==> config.mk <==
export PLATFORM = sky130hd
export DESIGN_NAME = brp_resp
export DESIGN_NICKNAME = d
export VERILOG_FILES = /design/src/brp_pkg.sv /design/src/brp_ioq.sv /design/src/brp_resp.sv
export SDC_FILE = /design/constraint.sdc
export NUM_CORES = 1
export LEC_CHECK = 0
export BUFFER_PORTS_ARGS = -buffer_cell sky130_fd_sc_hd__buf_2
export CORE_ASPECT_RATIO = 1.1
export CORE_UTILIZATION = 55
export CTS_CLUSTER_DIAMETER = 150
export DETAILED_ROUTE_END_ITERATION = 16
export PLACE_DENSITY = 0.74
export SLEW_MARGIN = 25
export SYNTH_ARGS = -nofsm -noshare
export SYNTH_HDL_FRONTEND = slang
export SYNTH_SLANG_ARGS = --single-unit
==> constraint.sdc <==
create_clock -name mclk_i -period 7.9 [get_ports mclk_i]
set_input_delay 0.395 -clock mclk_i [delete_from_list [all_inputs] [get_ports mclk_i]]
set_output_delay 0.395 -clock mclk_i [all_outputs]
set_load 0.005 [all_outputs]
==> src/brp_pkg.sv <==
package brp_pkg;

   // response status codes, all-inactive pattern reserved for idle
   localparam logic [2:0] RS_IDLE = 3'h0;
   localparam logic [2:0] RS_RETRY = 3'h1;
   localparam logic [2:0] RS_POSTPONE_SNOOP = 3'h2;
   localparam logic [2:0] RS_HARD = 3'h3;
   localparam logic [2:0] RS_NODATA = 3'h4;
   localparam logic [2:0] RS_IWB = 3'h5;
   localparam logic [2:0] RS_NORMAL = 3'h6;

   // in-order queue geometry
   localparam int IOQ_DEPTH = 8;
   localparam int IOQ_PW = 3;
   localparam logic [3:0] IOQ_FULL = 4'h8;

   // spacing figures in clocks; the counters that meet them saturate at 3
   localparam logic [1:0] ADS_TARGET_READY_CLKS = 2'h3;
   localparam logic [1:0] TARGET_READY_AFTER_RESP_CLKS = 2'h1;
   localparam logic [1:0] RESP_GAP_CLKS = 2'h3;
   localparam logic [1:0] RELEASE_GAP_CLKS = 2'h3;
   localparam logic [1:0] CNT_SAT = 2'h3;
   // a new entry's age counts the strobe clock and the capture clock
   localparam logic [1:0] AGE_AT_PUSH = 2'h2;
   localparam logic [1:0] CNT_START = 2'h1;

   typedef struct packed {
      logic write;
      logic read;
      logic postpone_enable;
   } brp_req_t;

   typedef struct packed {
      logic modified_hit;
      logic postpone_snoop;
   } brp_snoop_t;

   typedef struct packed {
      logic valid;
      brp_req_t req;
      logic snooped;
      brp_snoop_t snp;
   } brp_entry_t;

   typedef enum logic [1:0] {
      S_IDLE = 2'h0,
      S_WTRDY = 2'h1,
      S_WBTRDY = 2'h3,
      S_RESP = 2'h2
   } brp_state_t;

   // a response is present whenever any status line is asserted
   function automatic logic brp_rs_active(input logic [2:0] rs);
      brp_rs_active = |rs;
   endfunction

   function automatic logic brp_rs_parity(input logic [2:0] rs);
      brp_rs_parity = ^rs;
   endfunction

endpackage

==> src/brp_ioq.sv <==
`timescale 1ns/1ps
`default_nettype none

module brp_ioq (
   input wire logic mclk_i,
   input wire logic rst_i,
   input wire logic push_i,
   input wire brp_pkg::brp_req_t push_req_i,
   input wire logic snoop_valid_i,
   input wire brp_pkg::brp_snoop_t snoop_i,
   input wire logic pop_i,
   output brp_pkg::brp_entry_t head_o,
   output logic [1:0] head_age_o,
   output logic [3:0] count_o
);
   import brp_pkg::*;

   brp_entry_t ent [IOQ_DEPTH];
   logic [1:0] age [IOQ_DEPTH];
   logic [IOQ_PW-1:0] wr_ptr;
   logic [IOQ_PW-1:0] rd_ptr;
   logic [IOQ_PW-1:0] sn_ptr;
   logic do_push;
   logic do_pop;
   logic do_snoop;

   // a strobe into a full queue is dropped unless the head retires that clock; the bus depth limit prevents it
   assign do_push = push_i && (count_o != IOQ_FULL || pop_i);
   assign do_pop = pop_i && ent[rd_ptr].valid;
   assign do_snoop = snoop_valid_i && ent[sn_ptr].valid &&
                     !ent[sn_ptr].snooped;
   assign head_o = ent[rd_ptr];
   assign head_age_o = age[rd_ptr];

   // entry storage: capture, snoop result, retire
   always_ff @(posedge mclk_i) begin
      if (rst_i) begin
         for (int i = 0; i < IOQ_DEPTH; i++) begin
            ent[i] <= '0;
         end
      end else begin
         if (do_pop) begin
            ent[rd_ptr].valid <= 1'b0; // [RULE20]
         end
         if (do_snoop) begin
            ent[sn_ptr].snooped <= 1'b1;
            ent[sn_ptr].snp <= snoop_i;
         end
         if (do_push) begin
            ent[wr_ptr] <= '{valid: 1'b1, req: push_req_i, snooped: 1'b0,
                             snp: '0};
         end
      end
   end

   // pointers and outstanding count
   always_ff @(posedge mclk_i) begin
      if (rst_i) begin
         wr_ptr <= '0;
         rd_ptr <= '0;
         sn_ptr <= '0;
         count_o <= '0;
      end else begin
         wr_ptr <= wr_ptr + IOQ_PW'(do_push);
         rd_ptr <= rd_ptr + IOQ_PW'(do_pop);
         sn_ptr <= sn_ptr + IOQ_PW'(do_snoop);
         count_o <= count_o + 4'(do_push) - 4'(do_pop); // [RULE20]
      end
   end

   // per-entry age since its address strobe, saturating
   for (genvar g = 0; g < IOQ_DEPTH; g++) begin : g_age
      always_ff @(posedge mclk_i) begin
         if (rst_i) begin
            age[g] <= CNT_SAT;
         end else if (do_push && wr_ptr == IOQ_PW'(g)) begin
            age[g] <= AGE_AT_PUSH;
         end else if (age[g] != CNT_SAT) begin
            age[g] <= age[g] + 2'h1;
         end
      end
   end

endmodule // brp_ioq

`default_nettype wire

==> src/brp_resp.sv <==
`timescale 1ns/1ps
`default_nettype none

// How it works
// RULE1 - writeback response one clock after ready seen with bus free
// RULE2 - writeback take strobe coincides with writeback response on the lines
// RULE3 - write with modified hit: ready twice, first dropped after handshake
// RULE4 - write ready only for writes, 3 clocks after strobe, after response
// RULE5 - writeback ready only on modified hit, after response, after a gap
// RULE6 - ready released once handshake observed for one clock
// RULE7 - one-clock release if bus free at assertion and 3 clocks spacing
// RULE8 - release may wait until response; this design releases write ready earlier and writeback ready with the response
// RULE9 - hard failure legal for any transaction, tells requester to recover
// RULE10 - modified hit forces writeback response, accepting the line
// RULE11 - deferred only with postpone enable and postpone without hit
// RULE12 - retry only when postpone asserted without modified hit
// RULE13 - read without hit or postpone gets normal data, with read data
// RULE14 - no data transaction without hit or postpone gets no data response
// RULE15 - status and parity active one clock, idle the next
// RULE16 - response after snoop, at least three clocks after previous response
// RULE17 - response waits for write release or writeback handshake
// RULE18 - normal data response only while data bus free
// RULE19 - data-less responses ignore data bus busy
// RULE20 - observed response retires head entry and lowers outstanding count
// RULE21 - status idle until driven; any active line marks a response
// RULE22 - ready asserted only for write or writeback data
// RULE23 - fixed code table on three lines, zero pattern is idle
module brp_resp (
   input wire logic mclk_i,
   input wire logic rst_i,
   input wire logic address_strobe_i,
   input wire brp_pkg::brp_req_t request_i,
   input wire logic snoop_valid_i,
   input wire brp_pkg::brp_snoop_t snoop_i,
   input wire logic data_bus_busy_i,
   input wire logic [2:0] bus_status_i,
   input wire logic write_ready_i,
   input wire logic writeback_ready_i,
   input wire logic hard_fail_i,
   input wire logic postpone_snoop_pick_i,
   output logic target_ready_o,
   output logic [2:0] response_status_o,
   output logic response_parity_o,
   output logic read_data_start_o,
   output logic writeback_take_o,
   output logic deferred_owed_o,
   output logic [3:0] outstanding_o
);
   import brp_pkg::*;

   brp_state_t state;
   brp_state_t next_state;
   brp_entry_t head;
   logic [1:0] head_age;
   logic [1:0] resp_gap;
   logic [1:0] rel_gap;
   logic wr_done;
   logic first_clk;
   logic hs_seen;
   logic pop;
   logic hs;
   logic head_ok;
   logic need_wr;
   logic snp_ok;
   logic start_wr;
   logic start_wb;
   logic wr_release;
   logic wb_done;
   logic start_resp;
   logic issue;
   logic [2:0] sel_code;
   logic [2:0] next_code;

   // observed response from any agent retires the head entry
   assign pop = brp_rs_active(bus_status_i); // [RULE21] [RULE20]

   brp_ioq u_ioq (
      .mclk_i(mclk_i),
      .rst_i(rst_i),
      .push_i(address_strobe_i),
      .push_req_i(request_i),
      .snoop_valid_i(snoop_valid_i),
      .snoop_i(snoop_i),
      .pop_i(pop),
      .head_o(head),
      .head_age_o(head_age),
      .count_o(outstanding_o)
   );

   // handshake as every agent samples it this clock
   assign hs = target_ready_o && !data_bus_busy_i;
   assign head_ok = head.valid && state == S_IDLE &&
                    !brp_rs_active(response_status_o);
   assign need_wr = head.req.write && !wr_done; // [RULE3]
   assign snp_ok = head_ok && !need_wr && head.snooped; // [RULE16]

   // write ready: writes only, strobe spacing, after previous response
   assign start_wr = head_ok && need_wr && write_ready_i &&
                     head_age >= ADS_TARGET_READY_CLKS &&
                     resp_gap >= TARGET_READY_AFTER_RESP_CLKS; // [RULE4] [RULE22]

   // writeback ready needs the line low for a clock before, so a write
   // ready that was just released cannot merge into this one
   assign start_wb = snp_ok && head.snp.modified_hit && writeback_ready_i &&
                     !target_ready_o &&
                     resp_gap >= TARGET_READY_AFTER_RESP_CLKS; // [RULE5] [RULE22]

   // release after one observed handshake, or at once when spacing allows
   assign wr_release = state == S_WTRDY &&
                       (hs_seen ||
                        (hs && first_clk &&
                         rel_gap >= RELEASE_GAP_CLKS)); // [RULE6] [RULE7]
   // writeback ready falls on the same edge that drives the writeback response
   assign wb_done = state == S_WBTRDY && hs; // [RULE8] [RULE17]

   // legal response for a snooped entry without modified hit
   always_comb begin
      if (hard_fail_i) begin
         sel_code = RS_HARD; // [RULE9]
      end else if (head.snp.postpone_snoop) begin
         if (head.req.postpone_enable && postpone_snoop_pick_i) begin
            sel_code = RS_POSTPONE_SNOOP; // [RULE11]
         end else begin
            sel_code = RS_RETRY; // [RULE12]
         end
      end else if (head.req.read) begin
         sel_code = RS_NORMAL; // [RULE13]
      end else begin
         sel_code = RS_NODATA; // [RULE14]
      end
   end

   // data-less codes go out even while an earlier transfer holds the bus
   assign start_resp = snp_ok && !head.snp.modified_hit &&
                       resp_gap >= RESP_GAP_CLKS &&
                       (sel_code != RS_NORMAL ||
                        !data_bus_busy_i); // [RULE16] [RULE18] [RULE19]
   assign issue = start_resp || wb_done;
   assign next_code = wb_done ? RS_IWB : sel_code; // [RULE10] [RULE23]

   // phase sequencing
   always_comb begin
      next_state = state;
      case (state)
         S_IDLE: begin
            if (start_wr) begin
               next_state = S_WTRDY;
            end else if (start_wb) begin
               next_state = S_WBTRDY;
            end else if (start_resp) begin
               next_state = S_RESP;
            end
         end
         S_WTRDY: begin
            if (wr_release) begin
               next_state = S_IDLE;
            end
         end
         S_WBTRDY: begin
            if (wb_done) begin
               next_state = S_RESP;
            end
         end
         S_RESP: begin
            next_state = S_IDLE;
         end
         default: begin
            next_state = S_IDLE;
         end
      endcase
   end

   always_ff @(posedge mclk_i) begin
      if (rst_i) begin
         state <= S_IDLE;
      end else begin
         state <= next_state;
      end
   end

   // target ready line
   always_ff @(posedge mclk_i) begin
      if (rst_i) begin
         target_ready_o <= 1'b0;
      end else if (start_wr || start_wb) begin
         target_ready_o <= 1'b1; // [RULE4] [RULE5]
      end else if (wr_release || wb_done) begin
         target_ready_o <= 1'b0; // [RULE3] [RULE6]
      end
   end

   // handshake history of the current write ready
   always_ff @(posedge mclk_i) begin
      if (rst_i) begin
         first_clk <= 1'b0;
         hs_seen <= 1'b0;
      end else begin
         first_clk <= start_wr;
         hs_seen <= state == S_WTRDY && hs && !wr_release;
      end
   end

   // write data phase done for the head; cleared as the head retires
   always_ff @(posedge mclk_i) begin
      if (rst_i) begin
         wr_done <= 1'b0;
      end else if (wr_release) begin
         wr_done <= 1'b1;
      end else if (pop) begin
         wr_done <= 1'b0;
      end
   end

   // clocks since own response, counting the response clock as one
   always_ff @(posedge mclk_i) begin
      if (rst_i) begin
         resp_gap <= CNT_SAT;
      end else if (issue) begin
         resp_gap <= CNT_START; // [RULE16]
      end else if (resp_gap != CNT_SAT) begin
         resp_gap <= resp_gap + 2'h1;
      end
   end

   // clocks since ready fell, counting the first low clock as one
   always_ff @(posedge mclk_i) begin
      if (rst_i) begin
         rel_gap <= CNT_SAT;
      end else if (wr_release || wb_done) begin
         rel_gap <= CNT_START; // [RULE7]
      end else if (rel_gap != CNT_SAT) begin
         rel_gap <= rel_gap + 2'h1;
      end
   end

   // status lines and parity: one active clock, then idle
   always_ff @(posedge mclk_i) begin
      if (rst_i) begin
         response_status_o <= RS_IDLE;
         response_parity_o <= 1'b0;
      end else if (issue) begin
         response_status_o <= next_code; // [RULE1] [RULE15]
         response_parity_o <= brp_rs_parity(next_code);
      end else begin
         response_status_o <= RS_IDLE; // [RULE15] [RULE21]
         response_parity_o <= 1'b0;
      end
   end

   // user strobes aligned with the response clock
   always_ff @(posedge mclk_i) begin
      if (rst_i) begin
         read_data_start_o <= 1'b0;
         writeback_take_o <= 1'b0;
         deferred_owed_o <= 1'b0;
      end else begin
         read_data_start_o <= start_resp && sel_code == RS_NORMAL; // [RULE13]
         writeback_take_o <= wb_done; // [RULE2] [RULE10]
         deferred_owed_o <= start_resp && sel_code == RS_POSTPONE_SNOOP; // [RULE11]
      end
   end

   property p_iwb_timing;
      @(posedge mclk_i) disable iff (rst_i)
      (state == S_WBTRDY && target_ready_o && !data_bus_busy_i) |=>
         (response_status_o == RS_IWB && !target_ready_o);
   endproperty
   a_iwb_timing: assert property (p_iwb_timing) // [RULE1]
      else $error("writeback response not one clock after handshake");

   property p_wb_take;
      @(posedge mclk_i) disable iff (rst_i)
      (response_status_o == RS_IWB) |-> writeback_take_o;
   endproperty
   a_wb_take: assert property (p_wb_take) // [RULE2]
      else $error("writeback take not aligned with response");

   property p_one_clock;
      @(posedge mclk_i) disable iff (rst_i)
      brp_rs_active(response_status_o) |=>
         (response_status_o == RS_IDLE && !response_parity_o)[*2];
   endproperty
   a_one_clock: assert property (p_one_clock) // [RULE15]
      else $error("response held or repeated too soon");

   property p_parity;
      @(posedge mclk_i) disable iff (rst_i)
      $changed(response_status_o) |->
         response_parity_o == ^response_status_o;
   endproperty
   a_parity: assert property (p_parity) // [RULE15]
      else $error("response parity wrong");

   property p_ready_after_resp;
      @(posedge mclk_i) disable iff (rst_i)
      brp_rs_active(response_status_o) |=> !$rose(target_ready_o);
   endproperty
   a_ready_after_resp: assert property (p_ready_after_resp) // [RULE4]
      else $error("target ready in clock after response");

   property p_ready_gap;
      @(posedge mclk_i) disable iff (rst_i)
      $fell(target_ready_o) |=> !target_ready_o;
   endproperty
   a_ready_gap: assert property (p_ready_gap) // [RULE5]
      else $error("target ready reasserted without idle clock");

   property p_ready_cause;
      @(posedge mclk_i) disable iff (rst_i)
      $rose(target_ready_o) |->
         $past(head.req.write && head_age >= ADS_TARGET_READY_CLKS && !wr_done) ||
         $past(head.snooped && head.snp.modified_hit);
   endproperty
   a_ready_cause: assert property (p_ready_cause) // [RULE22]
      else $error("target ready without data to move");

   property p_normal_free;
      @(posedge mclk_i) disable iff (rst_i)
      (response_status_o == RS_NORMAL) |-> $past(!data_bus_busy_i);
   endproperty
   a_normal_free: assert property (p_normal_free) // [RULE18]
      else $error("normal data response while data bus busy");

   property p_postpone_snoop_legal;
      @(posedge mclk_i) disable iff (rst_i)
      (response_status_o == RS_POSTPONE_SNOOP) |->
         $past(head.req.postpone_enable && head.snp.postpone_snoop &&
               !head.snp.modified_hit) && deferred_owed_o;
   endproperty
   a_postpone_snoop_legal: assert property (p_postpone_snoop_legal) // [RULE11]
      else $error("deferred response not allowed here");

   property p_hit_forces_iwb;
      @(posedge mclk_i) disable iff (rst_i)
      (brp_rs_active(response_status_o) && $past(head.snp.modified_hit)) |->
         response_status_o == RS_IWB;
   endproperty
   a_hit_forces_iwb: assert property (p_hit_forces_iwb) // [RULE10]
      else $error("modified hit answered with other response");

endmodule // brp_resp

`default_nettype wire

==> impl_results.md, run 1 <==
- Net Sw Frac: approximately 33%
- Fillers: approximately 810
- Total internal power: approximately 0.87 mW
- Via count: 3975
- # DRC: 0
- Synth top area cells: dfxtp_1 (23%), edfxtp_1 (23%), mux2i_1 (5.8%)
- P_sw: 0.440 mW
- Setup CP Type: flop to flop
- Core Footprint: just over 9000 um^2
- Starting DRT DRC Count: between 200 and 250
- Buffers on Ports: 28
- Actual transition at the worst max-transition pin: 0.853 ns
- Final period util: 38.3%
- End-of-flow core utilization: 61.0%
- Worst setup margin: between 4 and 5 ns
- Sink of the worst hold path: read_data_start_o$_SDFF_PP0_
- Global-route wire length before repair: about 19000 um
- Reg clk slew, reported paths: roughly 0.1 ns
- # diodes: 0
- Flop pwr share: around 47%
- Reg2Reg Depth: 12
- Synth-to-layout area growth: 7.40%
- Worst path bufs/invs: 3
- Synthesized net count: approximately 570
- Synthesized flop and latch total: between 100 and 150
- Dpl ws: 4.88 ns
- Status: complete, no violations
- CTS sink cnt: ~100
- Critical path arrival: around 3.3 ns
- Synthesized cell area: 5310 um^2
- Overall die height: approximately 110 um
- Routed WL: 11900 um
- Crit-path cells: buf_4 > mux2_1 > a221oi_1 > o22a_1 > nor2_1 > ha_1 > inv_1 > ha_1 > inv_1 > fa_1 > xor2_1 > nor2_1
- GR Util All Layers: roughly 25%
- Worst Hold Class: primary input to flop
- Top cell type by total area after synthesis: dfxtp_1
- Placed Cells incl. Taps: approximately 660
- Worst Hold Depth: 2
- Hold Violations, Final: 0
- Ys async rst share: 0%
- F_max: approximately 0.33 GHz
- Hold path startpoint: hard_fail_i
- Vias in the first global route: between 3000 and 4000
- Final setup viols: 0
- RSZ-0062 raised after global routing: no
- Sum Neg Setup Slack: 0 ns
- Setup Skew: roughly 0.0091 ns
- Synth unique cells: 63
- Worst path top cell family by delay: adder cells
- Pwr per Cell Area: around 230 nW/um^2
- Predominant post-synthesis flop cell: dfxtp_1
- Initial DRT Pass Iterations: 5
- Area of the multi-input gates: around 2600 um^2
- Post-CTS Setup Inserts: 0
- GRT Residual Overflow: 0
- Share of layout cells above drive strength 1: 14.9%
- Die area: about 10000 um^2
- Combinational power share: between 20 and 30%
- Min Hold Slack: 0.256 ns
- Tot Pwr: between 1 and 1.5 mW
- Initial antenna violation count: 0
- VDD IR max: roughly 0.13 mV
- Post-detail-place hpwl: around 8600 um
- Post-CTS Resized: 0
- Worst path depth: 12
- Vias per cell: between 5 and 6
- Worst R2R End: u_ioq.count_o[2]$_SDFF_PP0_
- Worst-skew pair later-pin latency: roughly 0.37 ns
- Max Slew Vio Count: 0
- CP Data Required Time: just over 8 ns
- Synth top area share: approximately a quarter
- Largest net degree at the start of global routing: 51
- CTS tree: built
- LEAKAGE: between 2 and 2.5 nW
- Syn avg cell area: roughly 10 um^2
- Row Count: 37
- Critical-path top delay cell: buf_4
- Clock buffer count from CTS: 9
- Fin cells: approximately 680
- RR Startpoint: u_ioq.rd_ptr[2]$_SDFF_PP0_
- WL/cell: ~18 um
- NumNets Final: between 500 and 600
- Gpl congestion: about 0.84
- Worst-path fanout max: 37
- ANT nets after route: 0
- Syn Inst Count: between 500 and 600
- Minimum clock period: 3.03 ns
- R2r setup slk: approximately 4.9 ns
- Crit. End Element: flop
- Die Wd: approximately 96 um
- Number of flops mapped to enable cells by yosys: 40
- DP Area: ~5500 um^2
- MaxCap Viol Count: 0
- Root buf cell: clkbuf_8
- Sequential element share of the synthesized area: a little under half
- Design Area, Final: 5710 um^2
- I/O Pins: 29
- Slew HR: approximately 43%
- CP Launch Type: flop
- Register area: roughly 2400 um^2
- CTS max path bufs: 2
- H-tree depth: 3
- Worst stage delay on the critical path: ~0.4 ns
- Synth warnings: 0
- Clock share of power: between 20% and 30%
- CTS Hold Buffers Added: 0
- Starting Density: 56.8%
==> cell type report <==
cell class	instances	area share, %
well taps	117	2.57
repair buffers	36	3.51
multi-input cells	370	45.8
inverters	34	2.24
flip-flops and latches	102	42.8
clock inverters	7	0.943
clock buffers	9	2.17
==> metal layers <==
metal	vias up	global-route usage (%)	share of wire (%)
met5	-	0	0
met4	0	8.32	1.9
met3	21	4.29	5.3
met2	104	41.0	50
met1	1916	34.6	43
li1	1934	-	-
==> worst reg2reg max path: cells and delay by family (launching register included) <==
kind            cells  cell delay [ns]
mux                 1             0.38
simple gates        2             0.13
xor+xnor            1             0.17
compound gates      2             0.55
flops               1             0.32
buf+inv             3             0.51
fa+ha+maj           3             0.84
==> registers in the layout, summed over array words and instances (netlist names), 2 cells and up <==
| name | count |
|---|---|
| u_ioq.ent | 56 |
| u_ioq.age | 16 |
| u_ioq.count_o | 4 |
| response_status_o | 3 |
| u_ioq.rd_ptr | 3 |
| u_ioq.sn_ptr | 3 |
| u_ioq.wr_ptr | 3 |
| rel_gap | 2 |
| resp_gap | 2 |
| state | 2 |
==> synthesized netlist by cell type (4+ instances only) <==
cell type	n
clkbuf_1	11
a221oi_1	4
nand4_1	8
inv_1	34
o21bai_1	4
buf_2	7
nor2b_1	21
nand2_1	42
nand2b_1	5
o21ai_0	6
a31o_2	5
edfxtp_1	40
mux4_2	5
mux2_2	7
and2_1	25
nand3b_1	6
a31oi_1	12
o22ai_1	4
ha_1	22
a21oi_1	16
mux2i_1	31
or3_1	8
xor2_1	4
or2_2	4
buf_1	5
nor3_1	19
dfxtp_1	62
nand3_1	17
nor2_1	46
==> worst max-delay path by stage <==
stage,startpoint,slack (ns),end
3_5_place_dp,u_ioq.rd_ptr[2]$_SDFF_PP0_,4.88,u_ioq.count_o[2]$_SDFF_PP0_
4_1_cts,u_ioq.rd_ptr[2]$_SDFF_PP0_,4.86,u_ioq.count_o[2]$_SDFF_PP0_
5_1_grt,u_ioq.rd_ptr[2]$_SDFF_PP0_,4.65,u_ioq.count_o[2]$_SDFF_PP0_
3_3_place_gp,u_ioq.rd_ptr[2]$_SDFF_PP0_,5.00,u_ioq.count_o[2]$_SDFF_PP0_
6_report,u_ioq.rd_ptr[2]$_SDFF_PP0_,4.87,u_ioq.count_o[2]$_SDFF_PP0_
2_1_floorplan,u_ioq.rd_ptr[2]$_SDFF_PP0_,5.39,u_ioq.count_o[2]$_SDFF_PP0_
==> power groups by stage <==
| stage | clock, mW | sequential (mW) | combinational [mW] |
|---|---|---|---|
| final | 0.309 | 0.622 | 0.382 |
| after detailed placement | 0 | 0.634 | 0.382 |
| after global routing | 0.336 | 0.629 | 0.435 |
| after floorplan | 0 | 0.626 | 0.298 |
| after global placement | 0 | 0.632 | 0.368 |
| after CTS | 0.315 | 0.622 | 0.383 |
==> cells by family after synthesis <==
logic type                 after synthesis  share of synthesized area (%)
AOI/OAI and AO/OA                       77                           10.5
xor gates and xnor gates                 7                           1.15
adders and majority gates               23                           5.56
buffers and inverters                   61                           4.97
DFF                                    102                           46.0
muxes                                   46                           10.1
and+or+nand+nor                        217                           21.8
==> layout by cell type, fill, tap and decap left out, types with 3 or more instances in the layout <==
master,instances
inv_6,4
o21a_1,3
mux2_2,7
buf_4,8
a31o_2,5
nand4_1,8
nand3b_1,6
inv_1,34
nor2_1,46
nand3_1,17
o21bai_1,4
dfxtp_1,62
xor2_1,4
nand2_1,42
nand2b_1,5
nor4_1,3
nor3_1,18
a221oi_1,4
mux2i_1,31
a31oi_1,12
and2_1,25
mux2_1,3
or2_2,4
edfxtp_1,40
ha_1,22
buf_2,28
clkbuf_8,9
a211oi_1,3
nor2b_1,21
xnor2_1,3
o21ai_0,6
or3_1,8
a21oi_1,16
o22ai_1,4
mux4_2,5
No activity file was read; power rests on OpenSTA's default activity.
==> run 2: changes to the inputs <==
Settings changed: ABC_AREA set to 1, PLACE_DENSITY 0.74 to 0.77.
Clock period 7.9 ns to 2.7 ns, I/O delays scaled along.
==> run 2 against run 1 <==
Sequential share of layout area up 0.18 points; count of clock-buffer cells in the layout is 1 higher; worst setup slack got worse by 4.7 ns; first-iteration DRC count grew 54%; register-to-register slack got worse by 4.7 ns; routed wire length grew 4.8%; synthesized cell count grew 29%; flip-flop and latch count unchanged; die area fell by 0.92%.
==> impl_results.md, run 2 <==
- Commonest cells post-synth: nand2_1 (198), nor2_1 (83), dfxtp_1 (62), inv_1 (61), nand3_1 (47)
- Core Footprint: 9310 um^2
- Vias in the first global route: 4303
- F_max: 0.403 GHz
- Global-route wire length before repair: 20200 um
- Vias per cell: about 5.6
- Ys async rst share: 0%
- Root buf cell: clkbuf_8
- GRT Residual Overflow: 0
- Sequential element share of the synthesized area: a little under half
- Die area: 9960 um^2
- Most frequent cells in the layout: nand2_1 (198), nor2_1 (83), dfxtp_1 (61)
- CP Launch Type: flop
- Status: complete, no violations
- Gpl congestion: 0.900
- CTS max path bufs: 2
- Biggest regs: u_ioq.ent (56), u_ioq.age (16), u_ioq.count_o (4)
- RSZ-0062 raised after global routing: no
- Dpl ws: approximately 0.23 ns
- Sink of the worst hold path: read_data_start_o$_SDFF_PP0_
- Routed WL: roughly 12000 um
- Synth top area share: a little under a quarter
- Share of layout cells above drive strength 1: between 10% and 20%
- Syn Inst Count: slightly below 700
- Minimum clock period: between 2 and 2.5 ns
- Post-detail-place hpwl: 9160 um
- Setup CP Type: flop to flop
- R2r setup slk: between 0.2 and 0.25 ns
- Worst-skew pair later-pin latency: approximately 0.37 ns
- Fin cells: 834
- WL/cell: ~15 um
- Synthesized cell area: 5260 um^2
- RR Startpoint: u_ioq.rd_ptr[2]$_SDFF_PP0_
- Top cell type by total area after synthesis: dfxtp_1
- Synth-to-layout area growth: 8.01%
- Crit. End Element: flop
- Reg clk slew, reported paths: 0.10 ns
- Design Area, Final: 5680 um^2
- I/O Pins: 29
- Clock buffer count from CTS: 9
- Max FFs per register: 56
- CTS tree: built
- Most common cell after layout, fill and taps aside: nand2_1
- GR Util All Layers: a little over a quarter
- LEAKAGE: ~2.6 nW
- Buffers on Ports: 28
- Worst-path fanout max: 9
- Hold Violations, Final: 0
- Worst Hold Class: primary input to flop
- Synth top area cells: dfxtp_1 (24%), edfxtp_1 (23%), nand2_1 (14%)
- Syn avg cell area: approximately 7.7 um^2
- # DRC: 0
- DP Area: 5520 um^2
- Count leader, synth: nand2_1
- Min Hold Slack: around 0.058 ns
- VDD IR max: roughly 0.29 mV
- Post-CTS Setup Inserts: 0
- Sum Neg Setup Slack: 0 ns
- Largest net degree at the start of global routing: 38
- Synth warnings: 0
- Starting DRT DRC Count: between 300 and 400
- Initial DRT Pass Iterations: 5
- Critical path arrival: about 2.8 ns
- Row Count: 37
- Slew HR: around 58%
- Initial antenna violation count: 0
- Worst R2R End: u_ioq.count_o[2]$_SDFF_PP0_
- Hold path startpoint: hard_fail_i
- CTS sink cnt: just over 100
- Synth unique cells: 35
- ANT nets after route: 0
- Max Slew Vio Count: 0
- CTS Hold Buffers Added: 0
- Setup Skew: 0.0139 ns
- Synthesized flop and latch total: between 100 and 150
- # diodes: 0
- Reg2Reg Depth: 13
- Worst setup margin: about 0.22 ns
- MaxCap Viol Count: 0
- Via count: 4700
- Pwr per Cell Area: between 600 and 700 nW/um^2
- Worst Hold Depth: 4
- H-tree depth: 3
- Final period util: between 90% and 100%
- NumNets Final: roughly 750
- Number of flops mapped to enable cells by yosys: 40
- Actual transition at the worst max-transition pin: 0.630 ns
- Post-CTS Resized: 0
- Predominant post-synthesis flop cell: dfxtp_1
- Placed Cells incl. Taps: approximately 820
- CP Data Required Time: between 2 and 3 ns
- Synthesized net count: 726
- Most flops, register: u_ioq.ent
- Final setup viols: 0
- Overall die height: roughly 100 um
- Starting Density: between 50% and 60%
- Die Wd: 95.3 um
-- run 2: worst max-delay path by stage --
stage / start / to / slack [ns] / cells past startpoint
floorplan: u_ioq.rd_ptr[0]$_SDFF_PP0_ / u_ioq.count_o[2]$_SDFF_PP0_ / 0.11 / 13
global placement: u_ioq.rd_ptr[1]$_SDFF_PP0_ / u_ioq.count_o[2]$_SDFF_PP0_ / 0.28 / 13
detailed placement: u_ioq.rd_ptr[1]$_SDFF_PP0_ / u_ioq.count_o[2]$_SDFF_PP0_ / 0.23 / 13
CTS: u_ioq.rd_ptr[1]$_SDFF_PP0_ / u_ioq.count_o[2]$_SDFF_PP0_ / 0.19 / 13
global route: u_ioq.rd_ptr[2]$_SDFF_PP0_ / u_ioq.count_o[2]$_SDFF_PP0_ / 0.03 / 13
finish: u_ioq.rd_ptr[2]$_SDFF_PP0_ / u_ioq.count_o[2]$_SDFF_PP0_ / 0.22 / 13
-- run 2: metal layers --
metal	share of wire, %	global-route usage [%]	wire length, um
met3	5.7	3.71	711
met4	2.3	8.77	293
met2	48	42.7	5960
met5	0	0	0
met1	44	35.5	5520
-- run 2: through the flow --
stage | power, mW | utilization [%]
2_1_floorplan | 2.54 | -
5_1_grt | 3.89 | 61.1
6_report | 3.67 | 61.1
3_5_place_dp | 2.82 | 59.3
3_3_place_gp | 2.76 | 59.3
4_1_cts | 3.66 | 61.1
-- run 2: critical path: stages, from the launching register on --
cell,delay [ns]
dfxtp_1,0.39
buf_4,0.19
nor2_1,0.16
nand3_1,0.10
nand2_1,0.08
nor2_1,0.04
a21oi_1,0.25
ha_1,0.29
inv_1,0.06
ha_1,0.15
inv_1,0.05
fa_1,0.38
o21ai_0,0.18
a21oi_1,0.05
-- run 2: where the power goes --
part	internal [mW]	total [mW]	switching, mW
logic	0.342	0.982	0.640
clock network	0.333	0.874	0.542
registers	1.72	1.81	0.0895
total	2.40	3.67	1.27
-- run 2: cell type report --
class / instances / area, um^2
inverters: 69 / 259
clock buffers: 10 / 128
clock inverters: 6 / 37.5
multi-input cells: 488 / 2420
well taps: 117 / 146
flip-flops and latches: 102 / 2440
fillers: 829 / 3620
repair buffers: 42 / 245
-- run 2: kinds of logic (layout without fill, tap and decap cells) --
kind of cell / after synthesis / after routing / synth area share, %
buffers and inverters: 96 / 127 / 7.51
XOR/XNOR: 4 / 4 / 0.666
AO/OA/AOI/OAI: 77 / 77 / 8.04
AND/OR/NAND/NOR: 384 / 384 / 31.8
adder cells (fa/ha/maj): 23 / 23 / 5.61
flip-flops: 102 / 102 / 46.4
==> run 3: changes to the inputs <==
--- a/config.mk
+++ b/config.mk
@@ -9,2 +9,3 @@
 export BUFFER_PORTS_ARGS = -buffer_cell sky130_fd_sc_hd__buf_2
+export CAP_MARGIN = 20
 export CORE_ASPECT_RATIO = 1.1
==> constraint.sdc (replaced) <==
create_clock -name mclk_i -period 2.7 [get_ports mclk_i]
set_input_delay 0.27 -clock mclk_i [delete_from_list [all_inputs] [get_ports mclk_i]]
set_output_delay 0.27 -clock mclk_i [all_outputs]
set_load 0.005 [all_outputs]
==> run 3 against run 2 <==
Core utilization increased by 0.30 points; die area stayed put; global-route usage grew 0.98 points; final cell count is the same; critical path type unchanged; combinational power shrank 1%; sequential share of layout area shrank 0.21 points; sequential power about the same; final area increased by 0.48%; worst setup slack improved by 0.017 ns; largest cell class unchanged; hold slack improved by 0.12 ns; routed wire length grew 1.6%.
==> impl_results.md, run 3 (synthesized netlist as in run 2, its figures left out) <==
- Status: complete, no violations
- Final period util: 91.2%
- R2r setup slk: ~0.24 ns
- Fillers: between 800 and 900
- Worst R2R End: u_ioq.count_o[2]$_SDFF_PP0_
- H-tree depth: 3
- Most common cell after layout, fill and taps aside: nand2_1
- Reg clk slew, reported paths: approximately 0.10 ns
- DP Area: 5520 um^2
- I/O Pins: 29
- Post-CTS Resized: 0
- Vias per cell: 5.57
- Crit-path cells: inv_2 > nor2_1 > nand2_1 > nand2_1 > nor2_1 > a21oi_1 > ha_1 > inv_1 > ha_1 > inv_1 > fa_1 > o21ai_0 > a21oi_1
- GRT Residual Overflow: 0
- Hold path startpoint: hard_fail_i
- Pwr per Cell Area: about 650 nW/um^2
- Row Count: 37
- Initial DRT Pass Iterations: 5
- Tot Pwr: 3.73 mW
- Max FFs per register: between 50 and 60
- Vias in the first global route: 4361
- VDD IR max: about 0.34 mV
- Clock buffer count from CTS: 9
- RR Startpoint: u_ioq.rd_ptr[0]$_SDFF_PP0_
- Biggest regs: u_ioq.ent (56), u_ioq.age (16), u_ioq.count_o (4)
- Critical-path top delay cell: fa_1
- Setup CP Type: flop to flop
- Hold Violations, Final: 0
- Worst Hold Class: primary input to flop
- Routed WL: 12700 um
- Share of layout cells above drive strength 1: 10.5%
- Min Hold Slack: about 0.18 ns
- RSZ-0062 raised after global routing: no
- Worst path top cell family by delay: adder cells
- Slew HR: 65.2%
- Initial antenna violation count: 0
- ANT nets after route: 0
- Reg2Reg Depth: 13
- NumNets Final: roughly 750
- # DRC: 0
- Most flops, register: u_ioq.ent
- CTS sink cnt: 102
- Buffers on Ports: 28
- CTS tree: built
- Post-detail-place hpwl: 9340 um
- Placed Cells incl. Taps: slightly above 800
- CP Launch Type: flop
- CP Data Required Time: 2.98 ns
- Global-route wire length before repair: around 21000 um
- Most frequent cells in the layout: nand2_1 (198), nor2_1 (83), dfxtp_1 (61)
- Gpl congestion: approximately 0.89
- Die area: ~10000 um^2
- # diodes: 0
- Worst-path fanout max: 13
- Crit. End Element: flop
- Worst-skew pair later-pin latency: 0.38 ns
- Sum Neg Setup Slack: 0 ns
- Worst stage delay on the critical path: approximately 0.39 ns
- Core Footprint: ~9300 um^2
- Final setup viols: 0
- Max Slew Vio Count: 0
- Worst path bufs/invs: 3
- Synth-to-layout area growth: 8.54%
- Via count: 4643
- GR Util All Layers: between 20% and 30%
- Minimum clock period: between 2 and 2.5 ns
- LEAKAGE: 2.63 nW
- Critical path arrival: about 2.7 ns
- Largest net degree at the start of global routing: 52
- Post-CTS Setup Inserts: 0
- Root buf cell: clkbuf_8
- Sink of the worst hold path: read_data_start_o$_SDFF_PP0_
- WL/cell: roughly 15 um
- Design Area, Final: about 5700 um^2
- CTS Hold Buffers Added: 0
- Fin cells: about 830
- F_max: about 0.41 GHz
- Worst Hold Depth: 4
- Die Wd: between 90 and 100 um
- Starting DRT DRC Count: about 300
- CTS max path bufs: 2
- Overall die height: ~100 um
- Starting Density: between 50% and 60%
- Setup Skew: roughly 0.014 ns
- Actual transition at the worst max-transition pin: 0.518 ns
- MaxCap Viol Count: 0
-- run 3: stage by stage --
stage / util, % / worst slack (ns)
after detailed placement: 59.3 / 0.180
after global placement: 59.3 / 0.301
after global routing: 61.4 / 0.0366
after floorplan: - / 0.112
after CTS: 61.3 / 0.154
final: 61.4 / 0.237
-- run 3: worst max-delay path by stage --
stage                                from                           to  slack [ns]  depth (start not counted)
2_1_floorplan  u_ioq.rd_ptr[0]$_SDFF_PP0_  u_ioq.count_o[2]$_SDFF_PP0_        0.11                         13
3_3_place_gp   u_ioq.rd_ptr[0]$_SDFF_PP0_  u_ioq.count_o[2]$_SDFF_PP0_        0.30                         12
3_5_place_dp   u_ioq.rd_ptr[0]$_SDFF_PP0_  u_ioq.count_o[2]$_SDFF_PP0_        0.18                         12
4_1_cts        u_ioq.rd_ptr[1]$_SDFF_PP0_  u_ioq.count_o[2]$_SDFF_PP0_        0.15                         13
5_1_grt        u_ioq.rd_ptr[0]$_SDFF_PP0_  u_ioq.count_o[2]$_SDFF_PP0_        0.04                         12
6_report       u_ioq.rd_ptr[0]$_SDFF_PP0_  u_ioq.count_o[2]$_SDFF_PP0_        0.24                         13
-- run 3: layer usage --
metal / vias to the layer above / global-route usage (%) / share of wire [%]
met4: 0 / 10.6 / 2.3
met2: 143 / 44.0 / 49
met1: 2149 / 36.3 / 43
li1: 2328 / - / -
met5: - / 0 / 0
met3: 23 / 4.29 / 5.9
-- run 3: power breakdown --
part           switching [mW]  internal, mW
Clock                   0.526         0.423
Sequential             0.0901          1.72
Combinational           0.629         0.341
Total                    1.25          2.49
-- run 3: area by class of cell --
cell class                 count  area, um^2  share of cell area [%]
clock buffer                  14         175                    3.07
clock inverter                 2        13.8                   0.241
inverter                      69         259                    4.53
multi-input combinational    488        2420                    42.5
sequential                   102        2440                    42.8
tap                          117         146                    2.56
timing repair buffer          42         249                    4.36
-- run 3: tightest hold or removal path, cell delays in order --
cell and delay (ns):
buf_2 0.09, nor2_1 0.06, nand2_1 0.06, nor2_1 0.04
